**src/core/fecdc_pkg.sv**
```systemverilog
// Shared constants and types of the Fast Ethernet line codec.
package fecdc_pkg;
  // Clock cycles per line bit and line bits per code group.
  localparam int OVS = 4;
  localparam int GRP_BITS = 5;
  localparam int NIB_CLKS = OVS * GRP_BITS;
  localparam logic [1:0] OVS_LAST = 2'(OVS - 1);
  localparam logic [2:0] GRP_LAST = 3'(GRP_BITS - 1);
  // Receive sampling phase inside one line bit.
  localparam logic [1:0] RX_SAMPLE_PH = 2'h2;
  // Line bits without a transition before clock lock is dropped.
  localparam int LOCK_BITS = 64;
  localparam logic [6:0] LOCK_LAST = 7'(LOCK_BITS - 1);
  // Line bits the descrambler loads from the idle stream before it runs.
  localparam int DESC_LOAD = 11;
  localparam logic [3:0] DESC_LAST = 4'(DESC_LOAD - 1);
  // Scrambler register seed and feedback taps.
  localparam logic [10:0] SCR_SEED = 11'h7ff;
  localparam int SCR_TAP_A = 10;
  localparam int SCR_TAP_B = 8;
  // Control code groups.
  localparam logic [4:0] CG_IDLE = 5'h1f;
  localparam logic [4:0] CG_J = 5'h18;
  localparam logic [4:0] CG_K = 5'h11;
  localparam logic [4:0] CG_T = 5'h0d;
  localparam logic [4:0] CG_R = 5'h07;
  localparam logic [4:0] CG_H = 5'h04;
  // Sample data code groups.
  localparam logic [4:0] CG_D0 = 5'h1e;
  localparam logic [4:0] CG_DF = 5'h1d;
  // Preamble nibble that replaces the start pair.
  localparam logic [3:0] NIB_PRE = 4'h5;

  typedef enum logic [2:0] {
    SYM_DATA, SYM_IDLE, SYM_J, SYM_K, SYM_T, SYM_R, SYM_H, SYM_BAD
  } fecdc_sym_t;

  typedef enum logic [2:0] {
    TX_IDLE, TX_J, TX_DATA, TX_T, TX_R
  } fecdc_txst_t;

  typedef struct packed {
    logic en;
    logic er;
    logic [3:0] d;
  } fecdc_mii_t;

  typedef struct packed {
    logic p;
    logic n;
  } fecdc_mlt_t;
endpackage

```
**src/core/fecdc_lut.sv**
```systemverilog
// Code group lookup tables for both directions.
`timescale 1ns/1ps
module fecdc_lut (
  // Transmit nibble to code group
  input wire logic [3:0] enc_nib_i,
  output logic [4:0] enc_grp_o,
  // Receive code group to nibble
  input wire logic [4:0] dec_grp_i,
  output logic [3:0] dec_nib_o,
  output fecdc_pkg::fecdc_sym_t dec_sym_o
);
  always_comb
  begin
    unique case (enc_nib_i)
      4'h0: enc_grp_o = 5'h1e;
      4'h1: enc_grp_o = 5'h09;
      4'h2: enc_grp_o = 5'h14;
      4'h3: enc_grp_o = 5'h15;
      4'h4: enc_grp_o = 5'h0a;
      4'h5: enc_grp_o = 5'h0b;
      4'h6: enc_grp_o = 5'h0e;
      4'h7: enc_grp_o = 5'h0f;
      4'h8: enc_grp_o = 5'h12;
      4'h9: enc_grp_o = 5'h13;
      4'ha: enc_grp_o = 5'h16;
      4'hb: enc_grp_o = 5'h17;
      4'hc: enc_grp_o = 5'h1a;
      4'hd: enc_grp_o = 5'h1b;
      4'he: enc_grp_o = 5'h1c;
      4'hf: enc_grp_o = 5'h1d;
    endcase
  end

  always_comb
  begin
    dec_nib_o = 4'h0;
    dec_sym_o = fecdc_pkg::SYM_DATA;
    unique case (dec_grp_i)
      5'h1e: dec_nib_o = 4'h0;
      5'h09: dec_nib_o = 4'h1;
      5'h14: dec_nib_o = 4'h2;
      5'h15: dec_nib_o = 4'h3;
      5'h0a: dec_nib_o = 4'h4;
      5'h0b: dec_nib_o = 4'h5;
      5'h0e: dec_nib_o = 4'h6;
      5'h0f: dec_nib_o = 4'h7;
      5'h12: dec_nib_o = 4'h8;
      5'h13: dec_nib_o = 4'h9;
      5'h16: dec_nib_o = 4'ha;
      5'h17: dec_nib_o = 4'hb;
      5'h1a: dec_nib_o = 4'hc;
      5'h1b: dec_nib_o = 4'hd;
      5'h1c: dec_nib_o = 4'he;
      5'h1d: dec_nib_o = 4'hf;
      fecdc_pkg::CG_IDLE: dec_sym_o = fecdc_pkg::SYM_IDLE;
      fecdc_pkg::CG_J: dec_sym_o = fecdc_pkg::SYM_J;
      fecdc_pkg::CG_K: dec_sym_o = fecdc_pkg::SYM_K;
      fecdc_pkg::CG_T: dec_sym_o = fecdc_pkg::SYM_T;
      fecdc_pkg::CG_R: dec_sym_o = fecdc_pkg::SYM_R;
      fecdc_pkg::CG_H: dec_sym_o = fecdc_pkg::SYM_H;
      default: dec_sym_o = fecdc_pkg::SYM_BAD;
    endcase
  end
endmodule // fecdc_lut

```
**src/core/fecdc_lfsr.sv**
```systemverilog
// Eleven-bit scrambler key generator, used for both scrambling directions.
`timescale 1ns/1ps
module fecdc_lfsr (
  // Clock and reset
  input wire logic clock_i,
  input wire logic srst_i,
  // Control
  input wire logic step_i,
  input wire logic load_i,
  input wire logic feed_i,
  // Key bit
  output logic key_o
);
  logic [10:0] state_q;

  assign key_o = state_q[fecdc_pkg::SCR_TAP_A] ^ state_q[fecdc_pkg::SCR_TAP_B];

  // Loading from the line lets the receive copy fall into step with the
  // far transmitter without any shared seed.
  always_ff @(posedge clock_i)
  begin
    if (srst_i)
      state_q <= fecdc_pkg::SCR_SEED;
    else if (step_i)
      state_q <= {state_q[9:0], load_i ? feed_i : key_o};
  end
endmodule // fecdc_lfsr

```
**src/core/fecdc_top.sv**
```systemverilog
// Fast Ethernet 100 Mb/s transmit and receive line coding path.
`timescale 1ns/1ps
module fecdc_top (
  // Clock and reset
  input wire logic clock_i,
  input wire logic srst_i,
  // Transmit MII side
  input wire fecdc_pkg::fecdc_mii_t tx_mii_i,
  input wire logic tx_sym4_i,
  input wire logic bypass_i,
  output logic tx_nib_stb_o,
  // Transmit line side
  output fecdc_pkg::fecdc_mlt_t tx_mlt_o,
  // Receive line side
  input wire fecdc_pkg::fecdc_mlt_t rx_mlt_i,
  // Receive MII side
  output fecdc_pkg::fecdc_mii_t rx_mii_o,
  output logic rx_nib_stb_o,
  output logic rx_lock_o
);

  logic [1:0] tx_ph_q;
  logic [2:0] tx_bi_q;
  logic bit_en_q;
  logic nib_en_q;
  fecdc_pkg::fecdc_txst_t tx_st_q, tx_st_d;
  logic [4:0] tx_grp_q, tx_grp_d, enc_grp;
  logic [4:0] tx_sh_q;
  logic tx_key, tx_bit, tx_nrz;
  logic tx_nrzi_q, tx_nrzi_d;
  logic [1:0] mlt_st_q, mlt_st_d;
  fecdc_pkg::fecdc_mlt_t rx_s1_q, rx_s2_q, rx_s3_q, rx_smp_q;
  logic [1:0] rx_ph_q;
  logic [6:0] lock_cnt_q;
  logic rx_trans, rx_bit_en;
  logic rx_nrzi_q, rx_nrzi_d, rx_nrz, rx_key, rx_plain;
  logic [3:0] desc_cnt_q;
  logic desc_lock_q;
  logic [9:0] rx_win_q;
  logic rx_chk_q;
  logic aligned_q, saw_t_q, ending_q;
  logic [2:0] grp_cnt_q;
  logic jk_hit, grp_rdy;
  logic [3:0] dec_nib;
  fecdc_pkg::fecdc_sym_t dec_sym;
  fecdc_pkg::fecdc_mii_t rx_stage_q;

  // Bit and nibble enables from one divider chain.
  always_ff @(posedge clock_i)
  begin
    if (srst_i)
    begin
      tx_ph_q <= 2'h0;
      tx_bi_q <= 3'h0;
      bit_en_q <= 1'b0;
      nib_en_q <= 1'b0;
    end
    else
    begin
      tx_ph_q <= tx_ph_q + 2'h1;
      bit_en_q <= tx_ph_q == fecdc_pkg::OVS_LAST;
      nib_en_q <= tx_ph_q == fecdc_pkg::OVS_LAST &&
                  tx_bi_q == fecdc_pkg::GRP_LAST;
      if (tx_ph_q == fecdc_pkg::OVS_LAST)
        tx_bi_q <= tx_bi_q == fecdc_pkg::GRP_LAST ? 3'h0 : tx_bi_q + 3'h1;
    end
  end

  assign tx_nib_stb_o = nib_en_q;

  fecdc_lut u_lut (
    .enc_nib_i(tx_mii_i.d),
    .enc_grp_o(enc_grp),
    .dec_grp_i(rx_win_q[4:0]),
    .dec_nib_o(dec_nib),
    .dec_sym_o(dec_sym)
  );

  always_comb
  begin
    tx_st_d = tx_st_q;
    tx_grp_d = fecdc_pkg::CG_IDLE;
    unique case (tx_st_q)
      fecdc_pkg::TX_IDLE:
        if (tx_mii_i.en)
        begin
          tx_grp_d = fecdc_pkg::CG_J;
          tx_st_d = fecdc_pkg::TX_J;
        end
      fecdc_pkg::TX_J:
      begin
        tx_grp_d = fecdc_pkg::CG_K;
        tx_st_d = fecdc_pkg::TX_DATA;
      end
      fecdc_pkg::TX_DATA:
        if (tx_mii_i.en && bypass_i)
          tx_grp_d = {tx_sym4_i, tx_mii_i.d};
        else if (tx_mii_i.en && tx_mii_i.er)
          tx_grp_d = fecdc_pkg::CG_H;
        else if (tx_mii_i.en)
          tx_grp_d = enc_grp;
        else
        begin
          tx_grp_d = fecdc_pkg::CG_T;
          tx_st_d = fecdc_pkg::TX_T;
        end
      fecdc_pkg::TX_T:
      begin
        tx_grp_d = fecdc_pkg::CG_R;
        tx_st_d = fecdc_pkg::TX_R;
      end
      fecdc_pkg::TX_R:
        tx_st_d = fecdc_pkg::TX_IDLE;
    endcase
  end

  always_ff @(posedge clock_i)
  begin
    if (srst_i)
    begin
      tx_st_q <= fecdc_pkg::TX_IDLE;
      tx_grp_q <= fecdc_pkg::CG_IDLE;
    end
    else if (nib_en_q)
    begin
      tx_st_q <= tx_st_d;
      tx_grp_q <= tx_grp_d;
    end
  end

  // Group bit 4 leaves first; the shift register holds the rest.
  assign tx_bit = nib_en_q ? tx_grp_d[4] : tx_sh_q[3];
  assign tx_nrz = tx_bit ^ tx_key;
  assign tx_nrzi_d = tx_nrzi_q ^ tx_nrz;
  // each NRZI transition steps the three-level cycle
  assign mlt_st_d = mlt_st_q + {1'b0, tx_nrzi_d ^ tx_nrzi_q};

  fecdc_lfsr u_scr (
    .clock_i(clock_i),
    .srst_i(srst_i),
    .step_i(bit_en_q),
    .load_i(1'b0),
    .feed_i(1'b0),
    .key_o(tx_key)
  );

  always_ff @(posedge clock_i)
  begin
    if (srst_i)
    begin
      tx_sh_q <= fecdc_pkg::CG_IDLE;
      tx_nrzi_q <= 1'b0;
      mlt_st_q <= 2'h0;
      tx_mlt_o <= '0;
    end
    else if (bit_en_q)
    begin
      tx_sh_q <= nib_en_q ? tx_grp_d : {tx_sh_q[3:0], 1'b0};
      tx_nrzi_q <= tx_nrzi_d;
      mlt_st_q <= mlt_st_d;
      tx_mlt_o.p <= mlt_st_d == 2'h1;
      tx_mlt_o.n <= mlt_st_d == 2'h3;
    end
  end

  always_ff @(posedge clock_i)
  begin
    if (srst_i)
    begin
      rx_s1_q <= '0;
      rx_s2_q <= '0;
      rx_s3_q <= '0;
    end
    else
    begin
      rx_s1_q <= rx_mlt_i;
      rx_s2_q <= rx_s1_q;
      rx_s3_q <= rx_s2_q;
    end
  end

  // phase restarts on each line transition
  assign rx_trans = rx_s2_q != rx_s3_q;
  assign rx_bit_en = !rx_trans && rx_ph_q == fecdc_pkg::RX_SAMPLE_PH;

  always_ff @(posedge clock_i)
  begin
    if (srst_i)
    begin
      rx_ph_q <= 2'h0;
      lock_cnt_q <= 7'h00;
      rx_lock_o <= 1'b0;
    end
    else
    begin
      rx_ph_q <= rx_trans ? 2'h0 : rx_ph_q + 2'h1;
      if (rx_trans)
      begin
        lock_cnt_q <= 7'h00;
        rx_lock_o <= 1'b1;
      end
      else if (rx_bit_en && lock_cnt_q == fecdc_pkg::LOCK_LAST)
        rx_lock_o <= 1'b0;
      else if (rx_bit_en)
        lock_cnt_q <= lock_cnt_q + 7'h01;
    end
  end

  // a change of line level is an NRZI transition
  assign rx_nrzi_d = rx_nrzi_q ^ (rx_s2_q != rx_smp_q);
  assign rx_nrz = rx_nrzi_d ^ rx_nrzi_q;
  assign rx_plain = rx_nrz ^ rx_key;

  fecdc_lfsr u_dsc (
    .clock_i(clock_i),
    .srst_i(srst_i),
    .step_i(rx_bit_en),
    .load_i(!desc_lock_q),
    .feed_i(!rx_nrz),
    .key_o(rx_key)
  );

  // The descrambler assumes idle while loading, so a link must come up
  // on idles; a frame arriving first is lost until it relocks.
  always_ff @(posedge clock_i)
  begin
    if (srst_i || !rx_lock_o)
    begin
      rx_smp_q <= '0;
      rx_nrzi_q <= 1'b0;
      desc_cnt_q <= 4'h0;
      desc_lock_q <= 1'b0;
      rx_win_q <= 10'h000;
      rx_chk_q <= 1'b0;
    end
    else
    begin
      rx_chk_q <= rx_bit_en;
      if (rx_bit_en)
      begin
        rx_smp_q <= rx_s2_q;
        rx_nrzi_q <= rx_nrzi_d;
        // serial bits into a parallel window
        // Ones while loading, so stale key bits cannot mimic a start pair.
        rx_win_q <= {rx_win_q[8:0], desc_lock_q ? rx_plain : 1'b1};
        if (desc_cnt_q == fecdc_pkg::DESC_LAST)
          desc_lock_q <= 1'b1;
        else
          desc_cnt_q <= desc_cnt_q + 4'h1;
      end
    end
  end

  // start pair is J then K
  assign jk_hit = rx_chk_q && !aligned_q && desc_lock_q &&
                  rx_win_q == {fecdc_pkg::CG_J, fecdc_pkg::CG_K};
  assign grp_rdy = rx_chk_q && aligned_q && grp_cnt_q == fecdc_pkg::GRP_LAST;

  always_ff @(posedge clock_i)
  begin
    if (srst_i || !rx_lock_o)
    begin
      aligned_q <= 1'b0;
      grp_cnt_q <= 3'h0;
    end
    else if (jk_hit)
    begin
      aligned_q <= 1'b1;
      grp_cnt_q <= 3'h0;
    end
    else if (rx_chk_q && aligned_q)
    begin
      grp_cnt_q <= grp_rdy ? 3'h0 : grp_cnt_q + 3'h1;
      if (grp_rdy && ending_q)
        aligned_q <= 1'b0;
    end
  end

  // One group of latency lets both preamble nibbles fill the J/K slots.
  always_ff @(posedge clock_i)
  begin
    if (srst_i || !rx_lock_o)
    begin
      rx_stage_q <= '0;
      rx_mii_o <= '0;
      rx_nib_stb_o <= 1'b0;
      saw_t_q <= 1'b0;
      ending_q <= 1'b0;
    end
    else
    begin
      rx_nib_stb_o <= jk_hit || grp_rdy;
      if (jk_hit)
      begin
        rx_mii_o <= '{en: 1'b1, er: 1'b0, d: fecdc_pkg::NIB_PRE};
        rx_stage_q <= '{en: 1'b1, er: 1'b0, d: fecdc_pkg::NIB_PRE};
        saw_t_q <= 1'b0;
        ending_q <= 1'b0;
      end
      else if (grp_rdy)
      begin
        // one nibble per group toward the MAC
        rx_mii_o <= rx_stage_q;
        ending_q <= 1'b0;
        if (!ending_q)
        begin
          unique case (dec_sym)
            fecdc_pkg::SYM_DATA:
              rx_stage_q <= '{en: 1'b1, er: saw_t_q, d: dec_nib};
            fecdc_pkg::SYM_T:
            begin
              rx_stage_q <= '0;
              saw_t_q <= 1'b1;
            end
            fecdc_pkg::SYM_R:
            begin
              rx_stage_q <= '{en: 1'b0, er: !saw_t_q, d: 4'h0};
              ending_q <= 1'b1;
            end
            // idle ends the frame, never data
            fecdc_pkg::SYM_IDLE:
            begin
              rx_stage_q <= '{en: 1'b0, er: 1'b1, d: 4'h0};
              ending_q <= 1'b1;
            end
            // error and invalid groups flag receive error
            default:
              rx_stage_q <= '{en: 1'b1, er: 1'b1, d: 4'h0};
          endcase
        end
        else
          rx_stage_q <= '0;
      end
    end
  end
endmodule // fecdc_top

```
**config.mk**
```make
export PLATFORM = sky130hd
export DESIGN_NAME = fecdc_top
export DESIGN_NICKNAME = d
export VERILOG_FILES = /design/src/core/fecdc_pkg.sv /design/src/core/fecdc_lut.sv /design/src/core/fecdc_lfsr.sv /design/src/core/fecdc_top.sv
export SDC_FILE = /design/constraint.sdc
export NUM_CORES = 1
export LEC_CHECK = 0
export ABC_AREA = 1
export ABC_CLOCK_PERIOD_IN_PS = 2800
export BUFFER_PORTS_ARGS = -buffer_cell sky130_fd_sc_hd__buf_2
export CORE_ASPECT_RATIO = 1.4
export CORE_MARGIN = 2
export CORE_UTILIZATION = 40
export DETAILED_ROUTE_END_ITERATION = 8
export PLACE_DENSITY_LB_ADDON = 0.15
export SLEW_MARGIN = 25
export SYNTH_ARGS = -nofsm -noshare
export SYNTH_HDL_FRONTEND = slang
export SYNTH_SLANG_ARGS = --single-unit
```
**constraint.sdc**
```tcl
create_clock -name clock_i -period 2.8 [get_ports clock_i]
set_input_delay 0.7 -clock clock_i [delete_from_list [all_inputs] [get_ports clock_i]]
set_output_delay 0.7 -clock clock_i [all_outputs]
set_load 0.03 [all_outputs]
```
==> results.yml, run 1 <==
timing:
  fmaxAchievable_mhz: 507
  slew_headroom: 0.523
  unrepaired_setup_endpoints_after_global_routing: "false"
  tightestPinTransition_ps: 714
  setup_violations: 0
  final_hold_viol_count: 0
  fin_worst_skew_ps: 6.33
  post-route-period-util: 0.704
  timing.final.crit_period_ps: 1970
  slew_viols_final: 0
  final.setup.tns_ps: 0
  hold-worst-slack_ps: 406
floorplanning:
  die_w_um: 89.5
  effective_utilization_at_floorplan: 0.411
  die_area_um2: 11100
  io_pins: 23
  dieHeight_um: 124
  core_um2: 9950
  floorplan.rows: 43
layout:
  final_cell_mix: "121 x sky130_fd_sc_hd__nand2_1, 93 x sky130_fd_sc_hd__dfxtp_1, 57 x sky130_fd_sc_hd__inv_1"
  final_core_util: 0.459
  antennaDiodeCount: 0
  postLayoutCellArea_um2: 4570
  final_net_count: 584
  layout.cells.most_common: "sky130_fd_sc_hd__nand2_1"
  fillerInstances: 1014
  area_growth_pct: 11.7
  share_of_final_layout_standard_cells_stronger_than_drive_strength_1: 0.113
place:
  globalplace.congestion: 0.782
  hpwlAfterDp_mm: 5.71
  dpl-instance-area_um2: 4290
  buffer_ports.inserted: 22
drt:
  drt-pass1-iter-count: 6
  post-route-drc-count: 0
  post_dr_wirelength_cell_um: 11.7
  routed_wl_mm: 8.19
  drtAntennaViolNets: 0
  drt_iter0_drc: 175
  routed-via-count: 3442
  vias_per_cell: 4.91
synth:
  synth_flop_cell: "sky130_fd_sc_hd__dfxtp_1"
  post_synthesis_cell_area_um2: 4090
  yosys_warnings: 0
  synth-seq-cells: 93
  ys_async_sr_fraction: 0
  avgSynthCellArea_um2: 7.48
  netlist-cell-type-count: 43
  number_of_synthesized_flops_with_an_enable_pin: 0
  syn-instance-count: 547
  synth_sequential_area_ratio: 0.455
  synth.net_count: 569
clocking:
  cts-root-to-sink-buffers: 2
  clk_latency_ps: 340
  cts-resized-gates: 0
  cts_h_tree_depth: 3
  clk_root_buffer_cell: "sky130_fd_sc_hd__clkbuf_16"
  postCtsHoldBufs: 0
  cts_tree: "yes"
  cts.clk_slew.worst_paths_ps: 60
  postCtsSetupBuffers: 0
  cts_sinks: 93
  cts_buffers: 9
run_status:
  run_status: "finished, final reports clean"
power:
  final_power_mw: 2.67
  power_density_nw_per_um2: 585
  ir_drop_v: 0.000325
  static-leakage-power_nw: 1.85
critical_path:
  arrival_ps: 2220
  type_of_the_worst_setup_path: "in2reg"
  crit_path_start_kind: "primary input"
  worst_setup_path_end_kind: "flip-flop"
  critical_path_required_time_ps: 3050
  timing.critical_path.fanout_max: 3
global_routing:
  first_global_vias: 3139
  grt_start_max_net_pins: 36
  grt_usage: 0.159
  overflow: 0
  grt_antenna_before_repair: 0
  first_pass_grt_wire_length_mm: 13.8
hold_path:
  holdCritPathClass: "reg2reg"
run:
  drv_cap: 0
## synthesized netlist by cell type, drive strengths merged (2+ instances only)
library cell	n	area, um^2
clkbuf	12	45.0
a22oi	2	15.0
inv	62	235
nor3b	3	27.5
ha	10	125
nand3b	2	15.0
nand2	124	478
a211oi	3	22.5
and3	2	12.5
xnor2	3	26.3
o211ai	6	45.0
xor2	4	35.0
o21ai	30	150
o22ai	4	37.5
dfxtp	93	1860
nand4	6	43.8
buf	8	48.8
nor2	55	249
nor3	10	61.3
a21oi	53	265
nand3	47	240
## per-layer routing
| layer | vias up | routed length [um] | global-route usage |
|---|---|---|---|
| met1 | 1567 | 3700 | 0.185 |
| met5 | - | 0 | 0 |
| met3 | 13 | 251 | 0.0464 |
| met2 | 43 | 4080 | 0.264 |
| li1 | 1819 | - | - |
| met4 | 0 | 165 | 0.0765 |
## area by class of cell
cell class              count  area, um^2  area share
inverters                  63         239      0.0523
clock inverters             3        21.3     0.00465
clock buffers              12         256      0.0561
multi-input cells         371        1900       0.415
flip-flops and latches     93        1860       0.407
repair buffers             24         125      0.0274
well taps                 135         169      0.0369
## per-stage QoR
| step | cells | worst slack [ps] |
|---|---|---|
| 2_1_floorplan | 547 | 802 |
| 3_3_place_gp | 686 | 564 |
| 3_5_place_dp | 686 | 488 |
| 4_1_cts | 701 | 825 |
| 5_1_grt | 701 | 574 |
| 6_report | 701 | 828 |
## path summary, 6_finish.rpt
path              cells past startpoint  slack (ps)         from       endpoint
setup / recovery                     15         830  tx_mii_i[4]    tx_mlt_o[1]
hold / removal                        2         410   rx_s1_q[1]     rx_s2_q[1]
setup reg to reg                     10         910   rx_s2_q[1]  desc_cnt_q[3]
hold reg to reg                       2         410   rx_s1_q[1]     rx_s2_q[1]
## kinds of logic after synthesis
| group | Yosys count | share of synthesized area |
|---|---|---|
| and+or+nand+nor | 252 | 0.280 |
| AOI/OAI and AO/OA | 102 | 0.138 |
| DFF | 93 | 0.455 |
| buffers and inverters | 83 | 0.0813 |
| adders and majority gates | 10 | 0.0306 |
| xor gates and xnor gates | 7 | 0.0150 |
## registers in the layout, indices dropped and copies added, names as in the netlist, 4 cells and up
name	count
rx_mii_o	6
u_dsc.state_q	11
rx_win_q	10
u_scr.state_q	11
rx_stage_q	6
lock_cnt_q	7
desc_cnt_q	4
tx_sh_q	4
## critical path, stage by stage
cell and delay (ps):
sky130_fd_sc_hd__buf_2 110, sky130_fd_sc_hd__inv_1 70, sky130_fd_sc_hd__nand2_1 50, sky130_fd_sc_hd__nor2_1 110, sky130_fd_sc_hd__nand3_1 80, sky130_fd_sc_hd__nand2_1 60
sky130_fd_sc_hd__nand2_1 40, sky130_fd_sc_hd__nand2_1 80, sky130_fd_sc_hd__nand3_1 60, sky130_fd_sc_hd__and2_1 160, sky130_fd_sc_hd__ha_1 260, sky130_fd_sc_hd__nand2_1 60
sky130_fd_sc_hd__inv_1 100, sky130_fd_sc_hd__a21oi_1 40, sky130_fd_sc_hd__nor3b_1 230
## power breakdown
part / internal [mW] / switching (mW)
Combinational: 0.0536 / 0.108
Clock: 0.645 / 0.487
Sequential: 1.36 / 0.0215
Total: 2.06 / 0.617
Power figures use the tool's default switching activity.
==> run 2: changes to the inputs <==
--- a/config.mk
+++ b/config.mk
@@ -6,7 +6,7 @@
 export NUM_CORES = 1
 export LEC_CHECK = 0
 export ABC_AREA = 1
-export ABC_CLOCK_PERIOD_IN_PS = 2800
+export ABC_CLOCK_PERIOD_IN_PS = 1750
 export BUFFER_PORTS_ARGS = -buffer_cell sky130_fd_sc_hd__buf_2
 export CORE_ASPECT_RATIO = 1.4
 export CORE_MARGIN = 2
==> constraint.sdc (replaced) <==
create_clock -name clock_i -period 1.75 [get_ports clock_i]
set_input_delay 0.4375 -clock clock_i [delete_from_list [all_inputs] [get_ports clock_i]]
set_output_delay 0.4375 -clock clock_i [all_outputs]
set_load 0.03 [all_outputs]
==> run 2 against run 1 <==
Cell count increased by 4.1%. Register-to-register slack lost 820 ps. Worst setup slack worse by 730 ps. Clock power grew 58%. Via count is 2.4% higher. Critical path depth shrank 4. Hold slack lost 100 ps. Global-route usage is 0.28 points lower. Critical path type is now reg2reg. Clock skew about the same. Combinational power is 83% higher. Count of clock-buffer cells in the layout down 2.
==> results.yml, run 2 (synthesized netlist as in run 1, its figures left out) <==
hold_path:
  hold_path_startpoint: "rx_mlt_i[1]"
  hold-path-endpoint: "rx_s1_q[1]"
  holdCritPathClass: "in2reg"
  worst_hold_path.num_cells: 3
timing:
  setup_violations: 0
  hold-worst-slack_ps: 307
  timing.final.crit_period_ps: 1660
  fmaxAchievable_mhz: 604
  post-route-period-util: 0.946
  slew_viols_final: 0
  tightestPinTransition_ps: 447
  slew_headroom: 0.702
  final_hold_viol_count: 0
  fin_worst_skew_ps: 6.68
floorplanning:
  core_um2: 9950
  io_pins: 23
  effective_utilization_at_floorplan: 0.411
  floorplan.rows: 43
  die_w_um: 89.5
  dieHeight_um: 124
  die_area_um2: 11100
power:
  ir_drop_v: 0.000686
  power_density_nw_per_um2: 890
  static-leakage-power_nw: 1.98
critical_path:
  critical_path.reg2reg.endpoint: "tx_mlt_o[1]"
  regToRegSetupSlack_ps: 90
  arrival_ps: 1910
  worst_setup_path_end_kind: "flip-flop"
  type_of_the_worst_setup_path: "reg2reg"
  timing.critical_path.fanout_max: 4
  ff2ff_path_depth: 11
  regToRegStartpoint: "tx_nib_stb_o"
  critical_path_required_time_ps: 2010
  crit_path_start_kind: "flip-flop"
drt:
  routed-via-count: 3526
  post-route-drc-count: 0
  drtAntennaViolNets: 0
  drt-pass1-iter-count: 4
  vias_per_cell: 4.83
  routed_wl_mm: 7.95
  drt_iter0_drc: 164
  post_dr_wirelength_cell_um: 10.9
clocking:
  cts-resized-gates: 0
  postCtsSetupBuffers: 0
  clk_latency_ps: 330
  cts_sinks: 93
  cts.clk_slew.worst_paths_ps: 60
  postCtsHoldBufs: 0
  cts_buffers: 9
  cts-root-to-sink-buffers: 2
  cts_tree: "yes"
  clk_root_buffer_cell: "sky130_fd_sc_hd__clkbuf_16"
  cts_h_tree_depth: 3
place:
  buffer_ports.inserted: 22
  hpwlAfterDp_mm: 5.72
  globalplace.congestion: 0.855
  post-place-cells: 714
run_status:
  run_status: "finished, final reports clean"
layout:
  final_net_count: 612
  final_cells: 730
  biggest_registers_after_layout: "u_dsc.state_q: 11 flops, u_scr.state_q: 11 flops, rx_win_q: 10 flops"
  antennaDiodeCount: 0
  layout.cells.most_common: "sky130_fd_sc_hd__nand2_1"
  share_of_final_layout_standard_cells_stronger_than_drive_strength_1: 0.175
  final_cell_mix: "118 x sky130_fd_sc_hd__nand2_1, 91 x sky130_fd_sc_hd__dfxtp_1, 54 x sky130_fd_sc_hd__inv_1"
  area_growth_pct: 17.4
global_routing:
  first_pass_grt_wire_length_mm: 14.0
  grt_antenna_before_repair: 0
  first_global_vias: 3326
  overflow: 0
  grt_usage: 0.156
  grt_start_max_net_pins: 24
run:
  drv_cap: 0
==> run 2: cell count changes in the layout (fill, tap and decap cells not counted), sizes merged <==
cell,delta
clkinv,+1
inv,+1
buf,+28
clkinvlp,+1
clkbuf,-2
==> run 2: stage by stage <==
step	util	area (um^2)	setup TNS (ps)	power, mW	worst slack (ps)
2_1_floorplan	-	4100	0	2.45	14.0
3_3_place_gp	0.453	4510	-401	2.54	-179
3_5_place_dp	0.453	4510	-657	2.55	-264
4_1_cts	0.480	4770	0	4.34	38.3
5_1_grt	0.483	4810	-46.3	4.47	-46.3
6_report	0.483	4810	0	4.28	94.2
==> run 2: worst max-delay path, cell delays in order, from the launching register on <==
cell                      delay (ps)
sky130_fd_sc_hd__dfxtp_4         370
sky130_fd_sc_hd__inv_2            50
sky130_fd_sc_hd__nor3_4          190
sky130_fd_sc_hd__nand2_2          70
sky130_fd_sc_hd__nand2_1          60
sky130_fd_sc_hd__nand2_1          40
sky130_fd_sc_hd__and2_1          160
sky130_fd_sc_hd__ha_1            290
sky130_fd_sc_hd__nand2_2          60
sky130_fd_sc_hd__inv_2            60
sky130_fd_sc_hd__a21oi_1          40
sky130_fd_sc_hd__nor3b_1         200
==> run 2: worst max path at each step <==
| stage | from | endpoint |
|---|---|---|
| after floorplan | tx_mii_i[4] | tx_mlt_o[1] |
| after global placement | tx_mii_i[4] | tx_mlt_o[1] |
| after detailed placement | tx_mii_i[4] | tx_mlt_o[1] |
| after CTS | tx_st_q[1] | tx_mlt_o[1] |
| after global routing | tx_nib_stb_o | tx_mlt_o[1] |
| final | tx_nib_stb_o | tx_mlt_o[1] |
==> run 2: area by class of cell <==
type | count | area, um^2
clock buffer | 10 | 229
clock inverter | 6 | 38.8
fill | 989 | 5150
inverter | 63 | 239
multi-input combinational | 371 | 1930
sequential | 93 | 1870
tap | 135 | 169
timing repair buffer | 52 | 335
==> run 2: power by group <==
group	switching (mW)	internal [mW]	total (mW)	leakage, nW
sequential	0.0314	2.17	2.20	0.755
clock	0.817	0.961	1.78	0.129
combinational	0.182	0.115	0.296	1.10
total	1.03	3.25	4.28	1.98
==> run 2: metal layers <==
layer  part of all wire  GRT usage  vias to the layer above
met5                  0          0                        -
met4              0.010     0.0532                        0
met3              0.020     0.0391                        5
met2               0.49      0.268                       23
met1               0.48      0.189                     1620
li1                   -          -                     1878
==> run 3: changes to the inputs <==
--- a/config.mk
+++ b/config.mk
@@ -12,7 +12,7 @@
 export CORE_MARGIN = 2
 export CORE_UTILIZATION = 40
 export DETAILED_ROUTE_END_ITERATION = 8
-export PLACE_DENSITY_LB_ADDON = 0.15
+export PLACE_DENSITY = 0.59
 export SLEW_MARGIN = 25
 export SYNTH_ARGS = -nofsm -noshare
 export SYNTH_HDL_FRONTEND = slang
==> run 3 against run 2 <==
First-iteration DRC count is 32% lower. Sequential cell count stayed put. Highest routed layer unchanged. Critical path depth stayed put. Clock skew is 0.74 ps lower. Register-to-register slack better by 20 ps. Power is 0.92% higher. Fmax is 1.0% higher. Sequential share of layout area is 0.14 points lower.
==> results.yml, run 3 (synthesized netlist as in run 1, its figures left out) <==
critical_path:
  regToRegSetupSlack_ps: 110
  type_of_the_worst_setup_path: "reg2reg"
  arrival_ps: 1890
  critPathMostFrequentCell: "sky130_fd_sc_hd__nand2_1"
  worstPathCellList: "inv_2 -> nor3_2 -> nand2_1 -> nand2_1 -> nand2_1 -> and2_4 -> ha_4 -> nand2_2 -> inv_2 -> a21oi_1 -> nor3b_1"
  crit_path_start_kind: "flip-flop"
  critical_path_required_time_ps: 2000
  crit_path_max_incr_delay_ps: 360
  regToRegStartpoint: "tx_nib_stb_o"
  crit_slowest_cell: "sky130_fd_sc_hd__dfxtp_4"
  ff2ff_path_depth: 11
  critical_path.reg2reg.endpoint: "tx_mlt_o[1]"
  worst_setup_path_end_kind: "flip-flop"
  timing.critical_path.fanout_max: 4
floorplanning:
  io_pins: 23
  die_area_um2: 11100
  dieHeight_um: 124
  effective_utilization_at_floorplan: 0.411
  die_w_um: 89.5
  floorplan.rows: 43
  core_um2: 9950
global_routing:
  grt_start_max_net_pins: 22
  grt_antenna_before_repair: 0
  first_global_vias: 3313
  overflow: 0
  grt_usage: 0.157
  first_pass_grt_wire_length_mm: 13.8
timing:
  slew_viols_final: 0
  slew_headroom: 0.617
  fin_worst_skew_ps: 5.95
  fin_ws_ps: 111
  timing.final.crit_period_ps: 1640
  post-route-period-util: 0.937
  final_hold_viol_count: 0
  tightestPinTransition_ps: 574
  fmaxAchievable_mhz: 610
  final.setup.tns_ps: 0
  setup_violations: 0
clocking:
  clk_root_buffer_cell: "sky130_fd_sc_hd__clkbuf_16"
  clk_latency_ps: 340
  cts_buffers: 9
  cts-root-to-sink-buffers: 2
  cts_tree: "yes"
  postCtsHoldBufs: 0
  cts_h_tree_depth: 3
  cts_sinks: 93
  cts.clk_slew.worst_paths_ps: 60
place:
  buffer_ports.inserted: 22
  hpwlAfterDp_mm: 5.72
  dpl-instance-area_um2: 4500
  globalplace.congestion: 0.853
  dp_worst_setup_slack_ps: -244
  post-place-cells: 713
layout:
  share_of_final_layout_standard_cells_stronger_than_drive_strength_1: 0.176
  final_cell_mix: "119 x sky130_fd_sc_hd__nand2_1, 91 x sky130_fd_sc_hd__dfxtp_1, 54 x sky130_fd_sc_hd__inv_1"
  biggest_registers_after_layout: "u_dsc.state_q: 11 flops, u_scr.state_q: 11 flops, rx_win_q: 10 flops"
  fillerInstances: 969
  area_growth_pct: 17.8
  final_net_count: 613
  final_cells: 731
  layout.cells.most_common: "sky130_fd_sc_hd__nand2_1"
  antennaDiodeCount: 0
  postLayoutCellArea_um2: 4820
drt:
  routed_wl_mm: 7.95
  post-route-drc-count: 0
  vias_per_cell: 4.82
  post_dr_wirelength_cell_um: 10.9
  drtAntennaViolNets: 0
  drt_iter0_drc: 112
  routed-via-count: 3520
  drt-pass1-iter-count: 4
run_status:
  run_status: "finished, final reports clean"
hold_path:
  hold_path_startpoint: "rx_mlt_i[1]"
  hold-path-endpoint: "rx_s1_q[1]"
  worst_hold_path.num_cells: 3
  holdCritPathClass: "in2reg"
power:
  final_power_mw: 4.32
  power_density_nw_per_um2: 895
  ir_drop_v: 0.000566
  static-leakage-power_nw: 2.00
run:
  drv_cap: 0
## run 3: report_power, final
group	switching (mW)	total [mW]	leakage [nW]	internal (mW)
Combinational	0.182	0.303	1.11	0.120
Sequential	0.0316	2.20	0.755	2.17
Clock	0.778	1.81	0.138	1.03
Total	0.991	4.32	2.00	3.33
## run 3: area by class of cell
| type | count | area [um^2] | area share |
|---|---|---|---|
| multi-input combinational | 371 | 1930 | 0.399 |
| tap | 135 | 169 | 0.0350 |
| sequential | 93 | 1870 | 0.387 |
| inverter | 63 | 239 | 0.0495 |
| clock buffer | 12 | 256 | 0.0532 |
| clock inverter | 4 | 22.5 | 0.00467 |
| timing repair buffer | 53 | 343 | 0.0711 |
## run 3: routing by layer
layer  global-route usage  vias to the layer above  part of all wire
li1                     -                     1875                 -
met1                0.181                     1601              0.47
met2                0.274                       34              0.48
met3               0.0384                       10             0.024
met4               0.0644                        0             0.018
met5                    0                        -                 0
## run 3: critical path, delay by kind of cell (launching register included)
family | cells | cell delay, ps
AND/OR/NAND/NOR | 7 | 790
flip-flops | 1 | 360
adder cells (fa/ha/maj) | 1 | 260
buffers and inverters | 2 | 100
AO/OA/AOI/OAI | 1 | 40
## run 3: how the worst max path moves through the flow
| stage | slack (ps) | cells after the start | start | to |
|---|---|---|---|---|
| 2_1_floorplan | 10 | 13 | tx_mii_i[4] | tx_mlt_o[1] |
| 3_3_place_gp | -180 | 15 | tx_mii_i[4] | tx_mlt_o[1] |
| 3_5_place_dp | -240 | 15 | tx_mii_i[4] | tx_mlt_o[1] |
| 4_1_cts | 7 | 11 | tx_st_q[1] | tx_mlt_o[1] |
| 5_1_grt | -40 | 15 | tx_mii_i[4] | tx_mlt_o[1] |
| 6_report | 110 | 11 | tx_nib_stb_o | tx_mlt_o[1] |
## run 3: repair_timing
action / in CTS / in global routing
buffers inserted: 0 / 2
setup endpoints to repair: 0 / 3
resized for setup: 0 / 11
## run 3: stage by stage
stage,utilization,hold slack (ps)
detailed placement,0.452,397
floorplan,-,388
global route,0.485,301
finish,0.485,298
CTS,0.480,286
global placement,0.452,393
